## config.mk

```make
export PLATFORM = sky130hd
export DESIGN_NAME = buck_phase_mode_selector
export DESIGN_NICKNAME = d
export VERILOG_FILES = /design/src/phase_mode_pkg.sv /design/src/pwm_phase_clock.sv /design/src/buck_phase_mode_selector.sv
export VERILOG_INCLUDE_DIRS = /design/src /design/src/src
export SDC_FILE = /design/constraint.sdc
export NUM_CORES = 1
export LEC_CHECK = 0
export ABC_AREA = 1
export BUFFER_PORTS_ARGS = -buffer_cell sky130_fd_sc_hd__buf_2
export CORE_MARGIN = 2
export CORE_UTILIZATION = 39
export CTS_CLUSTER_DIAMETER = 150
export DETAILED_ROUTE_END_ITERATION = 8
export PLACE_DENSITY = 0.7
export RECOVER_POWER = 25
export SLEW_MARGIN = 30
export SYNTH_ARGS = -nofsm -noshare
export SYNTH_HDL_FRONTEND = slang
export SYNTH_SLANG_ARGS = --single-unit
export TNS_END_PERCENT = 5
```

## constraint.sdc

```tcl
create_clock -name aclk -period 3.54 [get_ports aclk]
set_input_delay 0.708 -clock aclk [delete_from_list [all_inputs] [get_ports aclk]]
set_output_delay 0.708 -clock aclk [all_outputs]
set_load 0.02 [all_outputs]
```

## src/phase_mode_defines.svh

```systemverilog
// Offsets, field positions, reset values and timing counts of the selector
`ifndef PHASE_MODE_DEFINES_SVH
`define PHASE_MODE_DEFINES_SVH

`define CLK_FREQ_HZ 50000000
`define VID_WIDTH 7
// Masking interval in microseconds; also the VID transient period
`define PG_MASK_US 130
// Scaled per microsecond first so the product stays inside 32 bits
`define PG_MASK_CYCLES (`PG_MASK_US * (`CLK_FREQ_HZ / 1000000))
// VID deskew time in nanoseconds, least time so rounded up
`define VID_SETTLE_NS 400
`define VID_SETTLE_CYCLES ((`VID_SETTLE_NS * (`CLK_FREQ_HZ / 1000000) + 999) / 1000)
// Register byte offsets
`define REG_CONTROL 32'h0000_0000
`define REG_STATUS 32'h0000_0004
`define REG_VID 32'h0000_0008
`define REG_CLOCK 32'h0000_000C
// Control register fields
`define CTL_ENABLE_BIT 0
`define CTL_POWER_STATE_N_BIT 1
`define CTL_DEEPER_SLEEP_BIT 2
`define CTL_CURRENT_LIMIT_BIT 3
`define CTL_RESET 32'h0000_0002
// Clock register: base master clock period and per-step slowdown
`define CLK_BASE_RESET 16'h0032
`define CLK_SLOPE_RESET 8'h01
`define RESP_OKAY 2'b00
`define RESP_SLVERR 2'b10

`endif

```

## src/phase_mode_pkg.sv

```systemverilog
// Types shared by the phase and mode selector
package phase_mode_pkg;
  typedef enum logic [1:0] {
    CFG_ONE = 2'b00,
    CFG_GRAPHICS = 2'b01,
    CFG_TWO = 2'b10,
    CFG_THREE = 2'b11
  } phase_cfg_type;

  typedef enum logic [1:0] {
    MODE_PWM_N = 2'b00,
    MODE_RIPPLE_CCM = 2'b01,
    MODE_RIPPLE_AUTO = 2'b11,
    MODE_PWM_ONE = 2'b10
  } ctrl_mode_type;

  typedef enum logic [1:0] {
    RIP_IDLE = 2'b00,
    RIP_HIGH = 2'b01,
    RIP_LOW = 2'b11
  } ripple_state_type;
endpackage

```

## src/pwm_phase_clock.sv

```systemverilog
// Master clock divider and interleaved per-phase PWM pulses
`timescale 1ns/10ps
`include "phase_mode_defines.svh"

module pwm_phase_clock (
  input wire logic aclk,
  input wire logic aresetn,
  input wire logic [15:0] master_period,
  input wire logic [1:0] phases_used,
  input wire logic [15:0] on_time,
  output logic cycle_start,
  output logic [2:0] pwm_out
);
  logic [15:0] tick_count;
  logic [1:0] phase_index;
  logic [15:0] on_count [3];

  // Master clock: one tick per period, shared round robin by phases
  always_ff @(posedge aclk) begin
    if (!aresetn) begin
      tick_count <= 16'h0000;
      phase_index <= 2'h0;
      cycle_start <= 1'b0;
    end else if (tick_count + 16'h0001 >= master_period) begin
      tick_count <= 16'h0000;
      cycle_start <= (phase_index + 2'h1 >= phases_used);
      if (phase_index + 2'h1 >= phases_used) begin
        phase_index <= 2'h0;
      end else begin
        phase_index <= phase_index + 2'h1;
      end
    end else begin
      tick_count <= tick_count + 16'h0001;
      cycle_start <= 1'b0;
    end
  end

  // Each phase timed on its own so pulses may overlap near full duty
  genvar g;
  generate
    for (g = 0; g < 3; g++) begin : gen_phase
      always_ff @(posedge aclk) begin
        if (!aresetn) begin
          on_count[g] <= 16'h0000;
          pwm_out[g] <= 1'b0;
        end else if (tick_count == 16'h0000 && phase_index == 2'(g) &&
                     2'(g) < phases_used) begin
          on_count[g] <= on_time;
          pwm_out[g] <= (on_time != 16'h0000);
        end else if (on_count[g] > 16'h0001) begin
          on_count[g] <= on_count[g] - 16'h0001;
        end else begin
          on_count[g] <= 16'h0000;
          pwm_out[g] <= 1'b0;
        end
      end
    end
  endgenerate
endmodule

```

## src/buck_phase_mode_selector.sv

```systemverilog
// Phase count and control mode selection with AXI4-Lite registers
`timescale 1ns/10ps
`include "phase_mode_defines.svh"

module buck_phase_mode_selector (
  input wire logic aclk,
  input wire logic aresetn,
  input wire logic [31:0] s_axi_awaddr,
  input wire logic s_axi_awvalid,
  output logic s_axi_awready,
  input wire logic [31:0] s_axi_wdata,
  input wire logic [3:0] s_axi_wstrb,
  input wire logic s_axi_wvalid,
  output logic s_axi_wready,
  output logic [1:0] s_axi_bresp,
  output logic s_axi_bvalid,
  input wire logic s_axi_bready,
  input wire logic [31:0] s_axi_araddr,
  input wire logic s_axi_arvalid,
  output logic s_axi_arready,
  output logic [31:0] s_axi_rdata,
  output logic [1:0] s_axi_rresp,
  output logic s_axi_rvalid,
  input wire logic s_axi_rready,
  input wire logic phase_strap_lo,
  input wire logic phase_strap_hi,
  input wire logic [6:0] voltage_id_code,
  input wire logic comp_above_ripple,
  input wire logic ramp_reached_comp,
  input wire logic inductor_current_zero,
  output logic [2:0] high_side_drive,
  output logic low_side_drive_one,
  output logic high_side_drive_one,
  output logic power_good_mask,
  output logic boot_voltage_enable,
  output phase_mode_pkg::ctrl_mode_type mode,
  output logic [1:0] phases_active
);
  import phase_mode_pkg::*;

  localparam int MASK_CYCLES = `PG_MASK_CYCLES;
  localparam int SETTLE_CYCLES = `VID_SETTLE_CYCLES;

  logic [31:0] control;
  logic [15:0] clk_base;
  logic [7:0] clk_slope;
  phase_cfg_type cfg;
  logic cfg_taken;
  logic [1:0] cfg_phases;
  logic [6:0] vid_seen;
  logic [6:0] vid_applied;
  logic [4:0] settle_count;
  logic [12:0] mask_count;
  logic transient;
  ctrl_mode_type next_mode;
  logic [1:0] next_phases;
  logic [15:0] master_period;
  logic [15:0] on_time;
  logic cycle_start;
  logic [2:0] pwm_out;
  ripple_state_type ripple_state;
  logic ripple_mode;
  logic aw_held;
  logic w_held;
  logic [31:0] aw_addr;
  logic [31:0] w_data;
  logic [3:0] w_strb;

  wire logic power_state_n = control[`CTL_POWER_STATE_N_BIT];
  wire logic deeper_sleep_in = control[`CTL_DEEPER_SLEEP_BIT];
  wire logic current_limit = control[`CTL_CURRENT_LIMIT_BIT];

  function automatic logic [31:0] merge_bytes(input logic [31:0] old_value,
                                              input logic [31:0] new_value,
                                              input logic [3:0] strb);
    logic [31:0] result;
    result = old_value;
    for (int i = 0; i < 4; i++) begin
      if (strb[i]) begin
        result[i*8 +: 8] = new_value[i*8 +: 8];
      end
    end
    return result;
  endfunction

  // Straps are wired, so sampled once after reset release
  always_ff @(posedge aclk) begin
    if (!aresetn) begin
      cfg <= CFG_ONE;
      cfg_taken <= 1'b0;
    end else if (!cfg_taken) begin
      cfg <= phase_cfg_type'({phase_strap_hi, phase_strap_lo});
      cfg_taken <= 1'b1;
    end
  end

  always_comb begin
    case (cfg)
      CFG_TWO: cfg_phases = 2'd2;
      CFG_THREE: cfg_phases = 2'd3;
      default: cfg_phases = 2'd1;
    endcase
  end

  // Graphics mode starts straight to the VID level
  always_ff @(posedge aclk) begin
    if (!aresetn) begin
      boot_voltage_enable <= 1'b0;
    end else begin
      boot_voltage_enable <= cfg_taken && cfg != CFG_GRAPHICS;
    end
  end

  // VID skew filter: a new code must hold before it counts
  always_ff @(posedge aclk) begin
    if (!aresetn) begin
      vid_seen <= 7'h00;
      vid_applied <= 7'h00;
      settle_count <= 5'h00;
    end else if (voltage_id_code != vid_seen) begin
      vid_seen <= voltage_id_code;
      settle_count <= 5'h00;
    end else if (settle_count < 5'(SETTLE_CYCLES)) begin
      settle_count <= settle_count + 5'h01;
    end else begin
      vid_applied <= vid_seen;
    end
  end

  // Transient period retriggered by each code change and sleep change
  logic sleep_last;
  always_ff @(posedge aclk) begin
    if (!aresetn) begin
      mask_count <= 13'h0000;
      sleep_last <= 1'b0;
    end else begin
      sleep_last <= deeper_sleep_in;
      if ((settle_count == 5'(SETTLE_CYCLES) && vid_applied != vid_seen) ||
          sleep_last != deeper_sleep_in) begin
        mask_count <= 13'(MASK_CYCLES);
      end else if (mask_count != 13'h0000) begin
        mask_count <= mask_count - 13'h0001;
      end
    end
  end

  assign transient = (mask_count != 13'h0000);

  always_ff @(posedge aclk) begin
    if (!aresetn) begin
      power_good_mask <= 1'b0;
    end else begin
      power_good_mask <= transient;
    end
  end

  // Mode decision follows the priority of the mode table
  always_comb begin
    if (transient || (power_state_n && !deeper_sleep_in)) begin
      next_mode = MODE_PWM_N;
      next_phases = cfg_phases;
    end else if (!deeper_sleep_in) begin
      next_mode = current_limit ? MODE_PWM_N : MODE_RIPPLE_CCM;
      next_phases = current_limit ? cfg_phases : 2'd1;
    end else begin
      next_mode = current_limit ? MODE_PWM_ONE : MODE_RIPPLE_AUTO;
      next_phases = 2'd1;
    end
  end

  // Changes wait for the end of a switching cycle or for the ripple state to be RIP_IDLE
  always_ff @(posedge aclk) begin
    if (!aresetn) begin
      mode <= MODE_PWM_N;
      phases_active <= 2'd1;
    end else if ((ripple_mode && ripple_state == RIP_IDLE) ||
                 (!ripple_mode && cycle_start)) begin
      mode <= next_mode;
      phases_active <= next_phases;
    end
  end

  assign ripple_mode = (mode == MODE_RIPPLE_CCM || mode == MODE_RIPPLE_AUTO);

  // Lower VID gives a longer master clock period
  always_ff @(posedge aclk) begin
    if (!aresetn) begin
      master_period <= `CLK_BASE_RESET;
    end else begin
      master_period <= clk_base +
        16'((7'h7F - vid_applied) * clk_slope);
    end
  end

  assign on_time = {1'b0, master_period[15:1]};

  pwm_phase_clock u_clock (
    .aclk(aclk),
    .aresetn(aresetn),
    .master_period(master_period),
    .phases_used(phases_active),
    .on_time(on_time),
    .cycle_start(cycle_start),
    .pwm_out(pwm_out)
  );

  // Ripple pulse on phase one: set on threshold, reset on ramp meet
  always_ff @(posedge aclk) begin
    if (!aresetn) begin
      ripple_state <= RIP_IDLE;
    end else if (!ripple_mode) begin
      ripple_state <= RIP_IDLE;
    end else begin
      case (ripple_state)
        RIP_IDLE: begin
          if (comp_above_ripple) begin
            ripple_state <= RIP_HIGH;
          end
        end
        RIP_HIGH: begin
          if (ramp_reached_comp) begin
            ripple_state <= RIP_LOW;
          end
        end
        default: begin
          if (comp_above_ripple) begin
            ripple_state <= RIP_HIGH;
          end else if (mode == MODE_RIPPLE_AUTO && inductor_current_zero) begin
            ripple_state <= RIP_IDLE;
          end
        end
      endcase
    end
  end

  always_ff @(posedge aclk) begin
    if (!aresetn) begin
      high_side_drive <= 3'b000;
      high_side_drive_one <= 1'b0;
      low_side_drive_one <= 1'b0;
    end else if (ripple_mode) begin
      high_side_drive <= {2'b00, ripple_state == RIP_HIGH};
      high_side_drive_one <= (ripple_state == RIP_HIGH);
      low_side_drive_one <= (ripple_state == RIP_LOW) &&
        !(mode == MODE_RIPPLE_AUTO && inductor_current_zero);
    end else begin
      high_side_drive <= pwm_out;
      high_side_drive_one <= pwm_out[0];
      low_side_drive_one <= !pwm_out[0];
    end
  end

  // Write channel: address and data taken in either order
  always_ff @(posedge aclk) begin
    if (!aresetn) begin
      aw_held <= 1'b0;
      w_held <= 1'b0;
      aw_addr <= 32'h0000_0000;
      w_data <= 32'h0000_0000;
      w_strb <= 4'h0;
      s_axi_bvalid <= 1'b0;
      s_axi_bresp <= `RESP_OKAY;
      control <= `CTL_RESET;
      clk_base <= `CLK_BASE_RESET;
      clk_slope <= `CLK_SLOPE_RESET;
    end else begin
      if (s_axi_awvalid && s_axi_awready) begin
        aw_held <= 1'b1;
        aw_addr <= s_axi_awaddr;
      end
      if (s_axi_wvalid && s_axi_wready) begin
        w_held <= 1'b1;
        w_data <= s_axi_wdata;
        w_strb <= s_axi_wstrb;
      end
      if (aw_held && w_held && !s_axi_bvalid) begin
        aw_held <= 1'b0;
        w_held <= 1'b0;
        s_axi_bvalid <= 1'b1;
        s_axi_bresp <= `RESP_OKAY;
        if (aw_addr[11:0] == `REG_CONTROL) begin
          control <= merge_bytes(control, w_data, w_strb) & 32'h0000_000F;
        end else if (aw_addr[11:0] == `REG_CLOCK) begin
          {clk_slope, clk_base} <= 24'(merge_bytes({8'h00, clk_slope,
                                        clk_base}, w_data, w_strb));
        end else if (aw_addr[11:0] != `REG_STATUS &&
                     aw_addr[11:0] != `REG_VID) begin
          s_axi_bresp <= `RESP_SLVERR;
        end
      end else if (s_axi_bvalid && s_axi_bready) begin
        s_axi_bvalid <= 1'b0;
      end
    end
  end

  assign s_axi_awready = !aw_held && !s_axi_bvalid;
  assign s_axi_wready = !w_held && !s_axi_bvalid;

  // Read channel: one cycle after the address is taken
  always_ff @(posedge aclk) begin
    if (!aresetn) begin
      s_axi_rvalid <= 1'b0;
      s_axi_rdata <= 32'h0000_0000;
      s_axi_rresp <= `RESP_OKAY;
    end else if (s_axi_arvalid && s_axi_arready) begin
      s_axi_rvalid <= 1'b1;
      s_axi_rresp <= `RESP_OKAY;
      if (s_axi_araddr[11:0] == `REG_CONTROL) begin
        s_axi_rdata <= control;
      end else if (s_axi_araddr[11:0] == `REG_STATUS) begin
        s_axi_rdata <= {20'h00000, ripple_state, transient, cfg_taken,
                        cfg, phases_active, mode, 2'b00};
      end else if (s_axi_araddr[11:0] == `REG_VID) begin
        s_axi_rdata <= {9'h000, vid_applied, master_period};
      end else if (s_axi_araddr[11:0] == `REG_CLOCK) begin
        s_axi_rdata <= {8'h00, clk_slope, clk_base};
      end else begin
        s_axi_rdata <= 32'h0000_0000;
        s_axi_rresp <= `RESP_SLVERR;
      end
    end else if (s_axi_rvalid && s_axi_rready) begin
      s_axi_rvalid <= 1'b0;
    end
  end

  assign s_axi_arready = !s_axi_rvalid;
endmodule

```

Yosys cells after proc, flatten, opt, wreduce, memory -nomap -nowiden
Memory sizes are Yosys's and may differ from the RTL's.
Cells that the tools add are included.

storage, ports and cells
  RAM bits = 48
  logic and storage cells = 238
  input port bits = 119
  memories kept = 1
  flip-flop bits (word level) = 194

cells by class
  order comparisons = 9
  muxes and demuxes = 84
  reduce and logical (&&, ||, !) cells = 59
  equal/unequal tests = 24
  multiply operators = 1
  bitwise logic cells = 13
  add/sub/neg operators = 9

memory list
  memory            depth  bits a word  rd ports  clocked after memory_dff  write ports  RTL line               text
  u_clock.on_count  3      16           3         0                         3            pwm_phase_clock.sv:16  logic [15:0] on_count [3];

operator list
  cell                   number
  $mux 16                9
  $mux 24                4
  $mux 1                 50
  $gt 16x1->1 const B    3
  $sub 16x1->16 const B  3
  $eq 12x4->1 const B    3
  $mux 2                 17
  $mux 13                2
  $logic_not 12->1       2
  $logic_and 1x1->1      23
  $add 16x1->16 const B  1
  $add 16x16->16         1
  $ge 16x16->1           1
  $logic_not 16->1       1
  $mul 8x9->16           1
  $reduce_bool 16->1     1
  $ne 7x7->1             2
  $reduce_bool 13->1     1
  $sub 13x1->13 const B  1
  $eq 12x3->1 const B    1
  $ne 12x3->1 const B    1
  $ne 12x4->1 const B    1
  $reduce_and 4->1       3
  $eq 2x2->1 const B     5
  other kinds (23)       62

Depth between registers and ports, before layout
Gate-level depths: netlist (run 1).

  depth after elaboration = 9
  depth in mapped cells = 18
  mapped depth without buffers = 18

Hierarchy
From an unflattened synthesis (run 1), not the netlist that was laid out.

unflattened totals
  cell total of the unflattened synthesis = 1,957
  area total of the unflattened synthesis = 14,133.6 um^2

by module, submodules not included
  module                    times used  cells each  area each (um^2)
  buck_phase_mode_selector  1           1,270       9,195.1
  pwm_phase_clock           1           687         4,938.5

Least setup slack after synthesis (run 1)
Ideal clock, no wire load.

  path kind = register -> register
  from = register vid_applied[4]
  to = register master_period[11]
  buffers on the path = 1
  stages on the path, launching flop included = 17
  setup slack = -0.347 ns
  setup time = 0.113 ns
  period minus slack after synthesis = 3.887 ns
  arrival = 3.774 ns
  required time = 3.427 ns
  cell sequence = dfxtp_1 buf_2 inv_1 nand2_1 fa_1 inv_1 fa_1 fa_1 inv_1 fa_1 inv_1 ha_1 a21oi_1 a21boi_0 o21ai_0 nor2_1 nor2_1

on the way
  cells in the longest elaborated chain, start to end = 3

RTL lines
  what                    RTL line                         text
  from (decl)             buck_phase_mode_selector.sv:51   logic [6:0] vid_applied;
  from (signal assigned)  buck_phase_mode_selector.sv:126  vid_applied <= vid_seen;
  $sub 7x7->8             buck_phase_mode_selector.sv:191  16'((7'h7F - vid_applied) * clk_slope);
  $mul 8x9->16            buck_phase_mode_selector.sv:191
  $add 16x16->16          buck_phase_mode_selector.sv:190  master_period <= clk_base +
  to (signal assigned)    buck_phase_mode_selector.sv:188  master_period <= `CLK_BASE_RESET;
  to (signal assigned)    buck_phase_mode_selector.sv:190
  to (decl)               buck_phase_mode_selector.sv:57   logic [15:0] master_period;

No other way between the ends.
A chain may end at the register's enable or synchronous reset.

Worst setup path after layout (run 1)
  from = register vid_applied[1]
  to = register master_period[11]

The elaborated chain is that of the path after synthesis.

==> flow_summary.json, run 1 <==
{
  "place.gp.congestion": 0.968,
  "synth_edf_count": 48,
  "final_area_um2": 16700,
  "p_switching_uw": 2020,
  "numCtsBuffers": 27,
  "hold_path.class": "in2reg",
  "placed_area_um2": 15600,
  "period_share_pct": 103,
  "yosysSeqAreaShare_pct": 36.5,
  "synth_ff_type": "dfxtp_1",
  "r2r-start": "vid_applied[1]",
  "synthesis.instances": 1881,
  "layout-drive-gt1-share_pct": 16.8,
  "p_sw_share_pct": 28.6,
  "drt-total-wl_um": 37800,
  "dp_hpwl_um": 29200,
  "cts_max_level": 1,
  "violations": "setup timing",
  "initial_utilization_pct": 39.5,
  "ant_nets": 0,
  "grt_pass1_wl_um": 60600,
  "finalClockSkew_ps": 16.2,
  "first_global_vias": 12264,
  "cp-start-kind": "flip-flop",
  "outcome": "complete, but fails checks",
  "clk_pin_slew_ps": 60,
  "cts_buffer_depth": 3,
  "firstDrtPassIters": 5,
  "ff2ff_path_depth": 17,
  "pre_cts_ws_ps": -302,
  "power.leakage_uw": 0.00794,
  "synth_cell_types": 53,
  "grt_util_all_layers_pct": 19.7,
  "syn_area_per_cell_um2": 7.43,
  "clk_latency_ps": 560,
  "intPower_uw": 5030,
  "hp-start": "s_axi_bready",
  "vdd_drop_max_mv": 0.467,
  "report.final.slew_viol_count": 0,
  "area_growth_pct": 19.3,
  "max_stage_delay_ps": 530,
  "yosysWarningCount": 0,
  "multi_input_area_um2": 7790,
  "routedWlPerCell_um": 14.7,
  "r2r_slack_ps": -110,
  "dr.first_iter.drc_count": 900,
  "syn-cell-area_um2": 14000,
  "power_uw": 7040,
  "fmax_mhz": 274,
  "fin_crit_ps": 3650,
  "async_flop_share_pct": 0,
  "drv_cap": 0,
  "dieWidth_um": 193,
  "layout_setup_ws_ps": -114,
  "rows": 69,
  "r2r_end": "master_period[11]",
  "rsz0062_at_grt": "true",
  "ys_seq_elements": 231,
  "io_buffer_count": 111,
  "root_buffer": "clkbuf_16",
  "p_comb_share_pct": 15.8,
  "p_seq_share_pct": 42.5,
  "antenna_found_initial": 0,
  "hold_buffers": 0,
  "overflow": 0,
  "clock-sinks": 231,
  "seq_area_um2": 5130,
  "core_um2": 35400,
  "cts_tree": "done",
  "worst_pin_slew_ps": 859,
  "drc_errors": 0,
  "crit_required_ps": 3990,
  "hold_end": "s_axi_bvalid",
  "arrival_ps": 4100,
  "powerDensity_nw_per_um2": 422,
  "viasPerCell": 4.91,
  "final-setup-viol-count": 9,
  "hold_violations": 0,
  "dieArea_um2": 37400,
  "cp_max_fo": 6,
  "io_pins": 171,
  "dr_total_vias": 12606,
  "relSlewSlack_pct": 42.7,
  "antennaDiodeCount": 0,
  "critPathSlowestCell": "fa_1",
  "fillers": 3485,
  "grt_max_degree": 89,
  "critPathKind": "reg2reg",
  "hold_path_depth": 2,
  "die_height_um": 193,
  "cp_cell_sequence": "inv_4 -> nand2_1 -> fa_1 -> inv_1 -> fa_1 -> ha_1 -> inv_1 -> fa_1 -> inv_1 -> ha_1 -> buf_4 -> nand3_1 -> nand2_2 -> a21boi_2 -> o21ai_2 -> nor2_1 -> nor2_1",
  "clkPwrFrac_pct": 41.7,
  "nets": 2319,
  "end_kind": "flip-flop"
}
## metal layers
| layer | vias to the layer above | share of wire, % | global-route usage [%] | wire length, um |
|---|---|---|---|---|
| met1 | 5766 | 44 | 26.0 | 16600 |
| li1 | 6330 | - | - | - |
| met3 | 73 | 6.9 | 2.74 | 2590 |
| met2 | 437 | 47 | 33.7 | 17700 |
| met5 | - | 0 | 0 | 0 |
| met4 | 0 | 2.4 | 5.43 | 921 |
## state kept, by name, indices dropped and copies added, names as in the netlist, 2 cells and up
name,count
u_clock.pwm_out,3
master_period,16
u_clock.tick_count,16
clk_base,16
settle_count,5
mode,2
phases_active,2
vid_applied,7
clk_slope,8
w_data,24
high_side_drive,3
u_clock.on_count,48
vid_seen,7
s_axi_rdata,24
u_clock.phase_index,2
control,4
mask_count,13
cfg,2
w_strb,3
ripple_state,2
aw_addr,12
## how the worst max path moves through the flow
stage / startpoint / endpoint / slack (ps) / cells past startpoint
after floorplan: vid_applied[4] / master_period[12] / -30 / 15
after global placement: vid_applied[4] / master_period[11] / -290 / 15
after detailed placement: clk_slope[5] / master_period[15] / -300 / 16
after CTS: vid_applied[4] / master_period[10] / -110 / 16
after global routing: vid_applied[1] / master_period[11] / -290 / 18
final: vid_applied[1] / master_period[11] / -110 / 17
## synthesized netlist by cell type (21+ instances only)
| cell type | number | share of area (%) |
|---|---|---|
| nand4_1 | 35 | 1.6 |
| ha_1 | 72 | 6.4 |
| xnor2_1 | 21 | 1.3 |
| nand3_1 | 126 | 4.5 |
| o21ai_0 | 122 | 4.4 |
| nor3_1 | 26 | 0.93 |
| a21oi_1 | 93 | 3.3 |
| clkbuf_1 | 21 | 0.56 |
| edfxtp_1 | 48 | 10 |
| inv_1 | 297 | 8.0 |
| nand2_1 | 332 | 8.9 |
| xor2_1 | 37 | 2.3 |
| dfxtp_1 | 183 | 26 |
| buf_2 | 21 | 0.75 |
| nor2_1 | 272 | 7.3 |
| fa_1 | 43 | 6.2 |
## logic make-up after synthesis
kind of cell    Yosys count  share of synthesized area (%)
compound gates          253                           9.62
xor+xnor                 58                           3.63
fa+ha+maj               115                           12.6
buf+inv                 369                           10.7
flops                   231                           36.5
other cells               2                         0.0537
simple gates            853                           26.9
## final cells by class
| cell class | count | area share [%] |
|---|---|---|
| well taps | 461 | 3.46 |
| clock inverters | 17 | 1.19 |
| inverters | 308 | 7.00 |
| repair buffers | 180 | 6.45 |
| clock buffers | 33 | 4.43 |
| multi-input cells | 1337 | 46.7 |
| flip-flops and latches | 231 | 30.8 |
## layout by cell type (no fill, tap or decap), drive strengths merged, types with 2 or more instances in the layout
cell,netlist,routed
nand3b,4,4
fa,43,43
a21o,2,2
inv,307,309
buf,40,180
xor2,37,37
o211ai,5,5
or2,6,6
nand2,346,346
nand4,37,37
nor2,295,295
o21bai,4,4
bufinv,0,4
dfxtp,183,183
o22ai,6,6
nor4,2,2
a211oi,3,3
clkinv,1,10
clkbuf,21,33
xnor2,21,21
o21ai,126,126
edfxtp,48,48
ha,72,72
a21boi,2,2
nand3,132,132
nor3,30,30
conb,2,58
a21oi,93,93
clkinvlp,0,2
o31ai,7,7
## worst max-delay path: cells and delay by family (launching register included)
kind	cells	cell delay, ps
buffers and inverters	5	390
and+or+nand+nor	5	400
AOI/OAI and AO/OA	2	290
DFF	1	340
adders and majority gates	5	2130
## stage by stage
step | hold WS (ps) | std cells | TNS [ps] | utilization [%]
CTS | 311 | 2566 | -583 | 46.9
global placement | 434 | 2514 | -2200 | 43.9
detailed placement | 431 | 2514 | -2400 | 43.9
floorplan | 410 | 1937 | -57.1 | -
global route | 329 | 2567 | -2310 | 47.1
finish | 329 | 2567 | -823 | 47.1
## what timing repair did
| item | CTS | global route |
|---|---|---|
| resized for setup | 38 | 15 |
| setup buffers | 2 | 1 |
| endpoints found under the setup margin | 10 | 10 |
| pin swaps | 14 | 12 |
## power groups by stage
stage                     clock (uW)  sequential, uW  combinational, uW
after detailed placement           0            3050               1090
after CTS                       2990            2990               1100
after floorplan                    0            3030                857
after global routing            3080            3010               1270
final                           2940            2990               1110
after global placement             0            3040               1060
(Power assumes the default switching activity.)
==> inputs of run 2 (changes only) <==
--- a/config.mk
+++ b/config.mk
@@ -12,7 +12,7 @@
 export CORE_UTILIZATION = 39
 export CTS_CLUSTER_DIAMETER = 150
 export DETAILED_ROUTE_END_ITERATION = 8
-export PLACE_DENSITY = 0.7
+export PLACE_DENSITY = 0.68
 export RECOVER_POWER = 25
 export SLEW_MARGIN = 30
 export SYNTH_ARGS = -nofsm -noshare
==> constraint.sdc (replaced) <==
create_clock -name aclk -period 4.6 [get_ports aclk]
set_input_delay 0.92 -clock aclk [delete_from_list [all_inputs] [get_ports aclk]]
set_output_delay 0.92 -clock aclk [all_outputs]
set_load 0.02 [all_outputs]
==> flow_summary.json, run 2 (synthesis results as in run 1) <==
{
  "first_global_vias": 11859,
  "worst-path-buf-inv": 4,
  "nets": 2265,
  "grt_max_degree": 66,
  "place.gp.congestion": 0.891,
  "cts_setup_buffers": 0,
  "fmax_mhz": 234,
  "relSlewSlack_pct": -16.1,
  "grt_pass1_wl_um": 60200,
  "cts_buffer_depth": 3,
  "hold_path.class": "reg2reg",
  "cts.repair.resized": 0,
  "utilization_pct": 45.2,
  "io_buffer_count": 111,
  "final-setup-viol-count": 0,
  "die_height_um": 193,
  "fin_setup_tns_ps": 0,
  "dr_total_vias": 12402,
  "report.final.slew_viol_count": 28,
  "drv_cap": 1,
  "clock-sinks": 231,
  "drt-total-wl_um": 37300,
  "vdd_drop_max_mv": 0.256,
  "cp_max_fo": 6,
  "cts_max_level": 1,
  "rows": 69,
  "clk_latency_ps": 540,
  "largestRegisters": "u_clock.on_count x48, s_axi_rdata x24, w_data x24",
  "hold_violations": 0,
  "critPathSlowestCell": "fa_1",
  "firstDrtPassIters": 5,
  "viasPerCell": 4.94,
  "period_share_pct": 92.9,
  "outcome": "complete, but fails checks",
  "layout_common_cells": "nand2_1 (332), inv_1 (297), nor2_1 (272), dfxtp_1 (183), nand3_1 (126)",
  "timing.hold.ws_ps": 450,
  "hold_buffers": 0,
  "drc_errors": 0,
  "path_delay_family": "adder cells",
  "root_buffer": "clkbuf_16",
  "ant_nets": 0,
  "end_kind": "flip-flop",
  "top_register": "u_clock.on_count",
  "clk_pin_slew_ps": 60,
  "grt_util_all_layers_pct": 19.7,
  "cts_tree": "done",
  "io_pins": 171,
  "crit_required_ps": 5080,
  "overflow": 0,
  "cp-start-kind": "flip-flop",
  "routedWlPerCell_um": 14.8,
  "initial_utilization_pct": 39.5,
  "rsz0062_at_grt": "false",
  "numCtsBuffers": 26,
  "power.leakage_uw": 0.00763,
  "finalClockSkew_ps": 8.84,
  "dieArea_um2": 37400,
  "dp_hpwl_um": 28800,
  "area_growth_pct": 14.4,
  "final_common_cell": "nand2_1",
  "max_stage_delay_ps": 540,
  "powerDensity_nw_per_um2": 331,
  "largest_reg_flops": 48,
  "critPathKind": "reg2reg",
  "core_um2": 35400,
  "cp_cell_sequence": "inv_1 -> nand2_1 -> fa_1 -> inv_1 -> fa_1 -> inv_1 -> fa_1 -> fa_1 -> inv_1 -> ha_1 -> a21oi_1 -> nand2_1 -> a21boi_0 -> o21ai_0 -> nand2_1 -> nand2_1 -> nor2_1",
  "antenna_found_initial": 1,
  "arrival_ps": 4750,
  "layout-drive-gt1-share_pct": 11.5,
  "dr.first_iter.drc_count": 956,
  "fin_crit_ps": 4270,
  "worst_pin_slew_ps": 1740,
  "dieWidth_um": 193,
  "violations": "capacitance limit, slew limit"
}
==> run 2: cell types whose count changed in the layout (fill, tap and decap cells not counted), moves of 7 or more <==
cell / previous run / this run
nand2_1: 325 / 332
inv_1: 284 / 297
buf_4: 70 / 14
dfxtp_1: 170 / 183
inv_2: 19 / 9
a21oi_1: 85 / 93
dfxtp_2: 10 / 0
o21ai_0: 114 / 122
nand2_2: 19 / 12
==> run 2: area by class of cell <==
class                           instances  area (um2)
Fill cell                            3546       19400
Timing Repair Buffer                  127         668
Inverter                              308        1160
Multi-Input combinational cell       1337        7590
Sequential cell                       231        5100
Clock inverter                         17         155
Tap cell                              461         577
Antenna cell                            1        2.50
Clock buffer                           31         732
==> run 2: path summary, 6_finish.rpt <==
| kind | start | endpoint | slack, ps | cells past startpoint |
|---|---|---|---|---|
| worst min-delay path | cfg[0] | boot_voltage_enable | 450 | 1 |
| worst max register to register | vid_applied[0] | master_period[11] | 330 | 17 |
| worst max-delay path | vid_applied[0] | master_period[11] | 330 | 17 |
| worst min register to register | cfg[0] | boot_voltage_enable | 450 | 1 |
==> run 2: worst register-to-register path: cells and delay by family, from the launching register on <==
kind | cells | cell delay (ps)
flip-flops | 1 | 380
buffers and inverters | 4 | 340
adder cells (fa/ha/maj) | 5 | 2350
AO/OA/AOI/OAI | 3 | 670
AND/OR/NAND/NOR | 5 | 470
==> run 2: power breakdown <==
part / internal (uW) / leakage [uW] / total, uW / switching [uW]
clock network: 1250 / 0.000438 / 2140 / 883
logic: 294 / 0.00521 / 845 / 551
registers: 2210 / 0.00198 / 2300 / 96.4
total: 3750 / 0.00763 / 5280 / 1530
==> run 2: per-layer routing <==
metal  wire length [um]  vias to the layer above  track usage, %
met3               2350                       74            3.57
met2              16600                      347            32.0
met4               1480                        0            7.49
met1              16800                     5762            26.0
met5                  0                        -               0
li1                   -                     6219               -
==> run 2: per-stage QoR <==
stage | cell area (um2) | worst slack [ps] | power [uW] | cells
floorplan | 14200 | 713 | 2990 | 1937
global placement | 15100 | 360 | 3160 | 2464
detailed placement | 15100 | 374 | 3180 | 2464
CTS | 16000 | 338 | 5330 | 2512
global route | 16000 | 102 | 5570 | 2513
finish | 16000 | 327 | 5280 | 2513
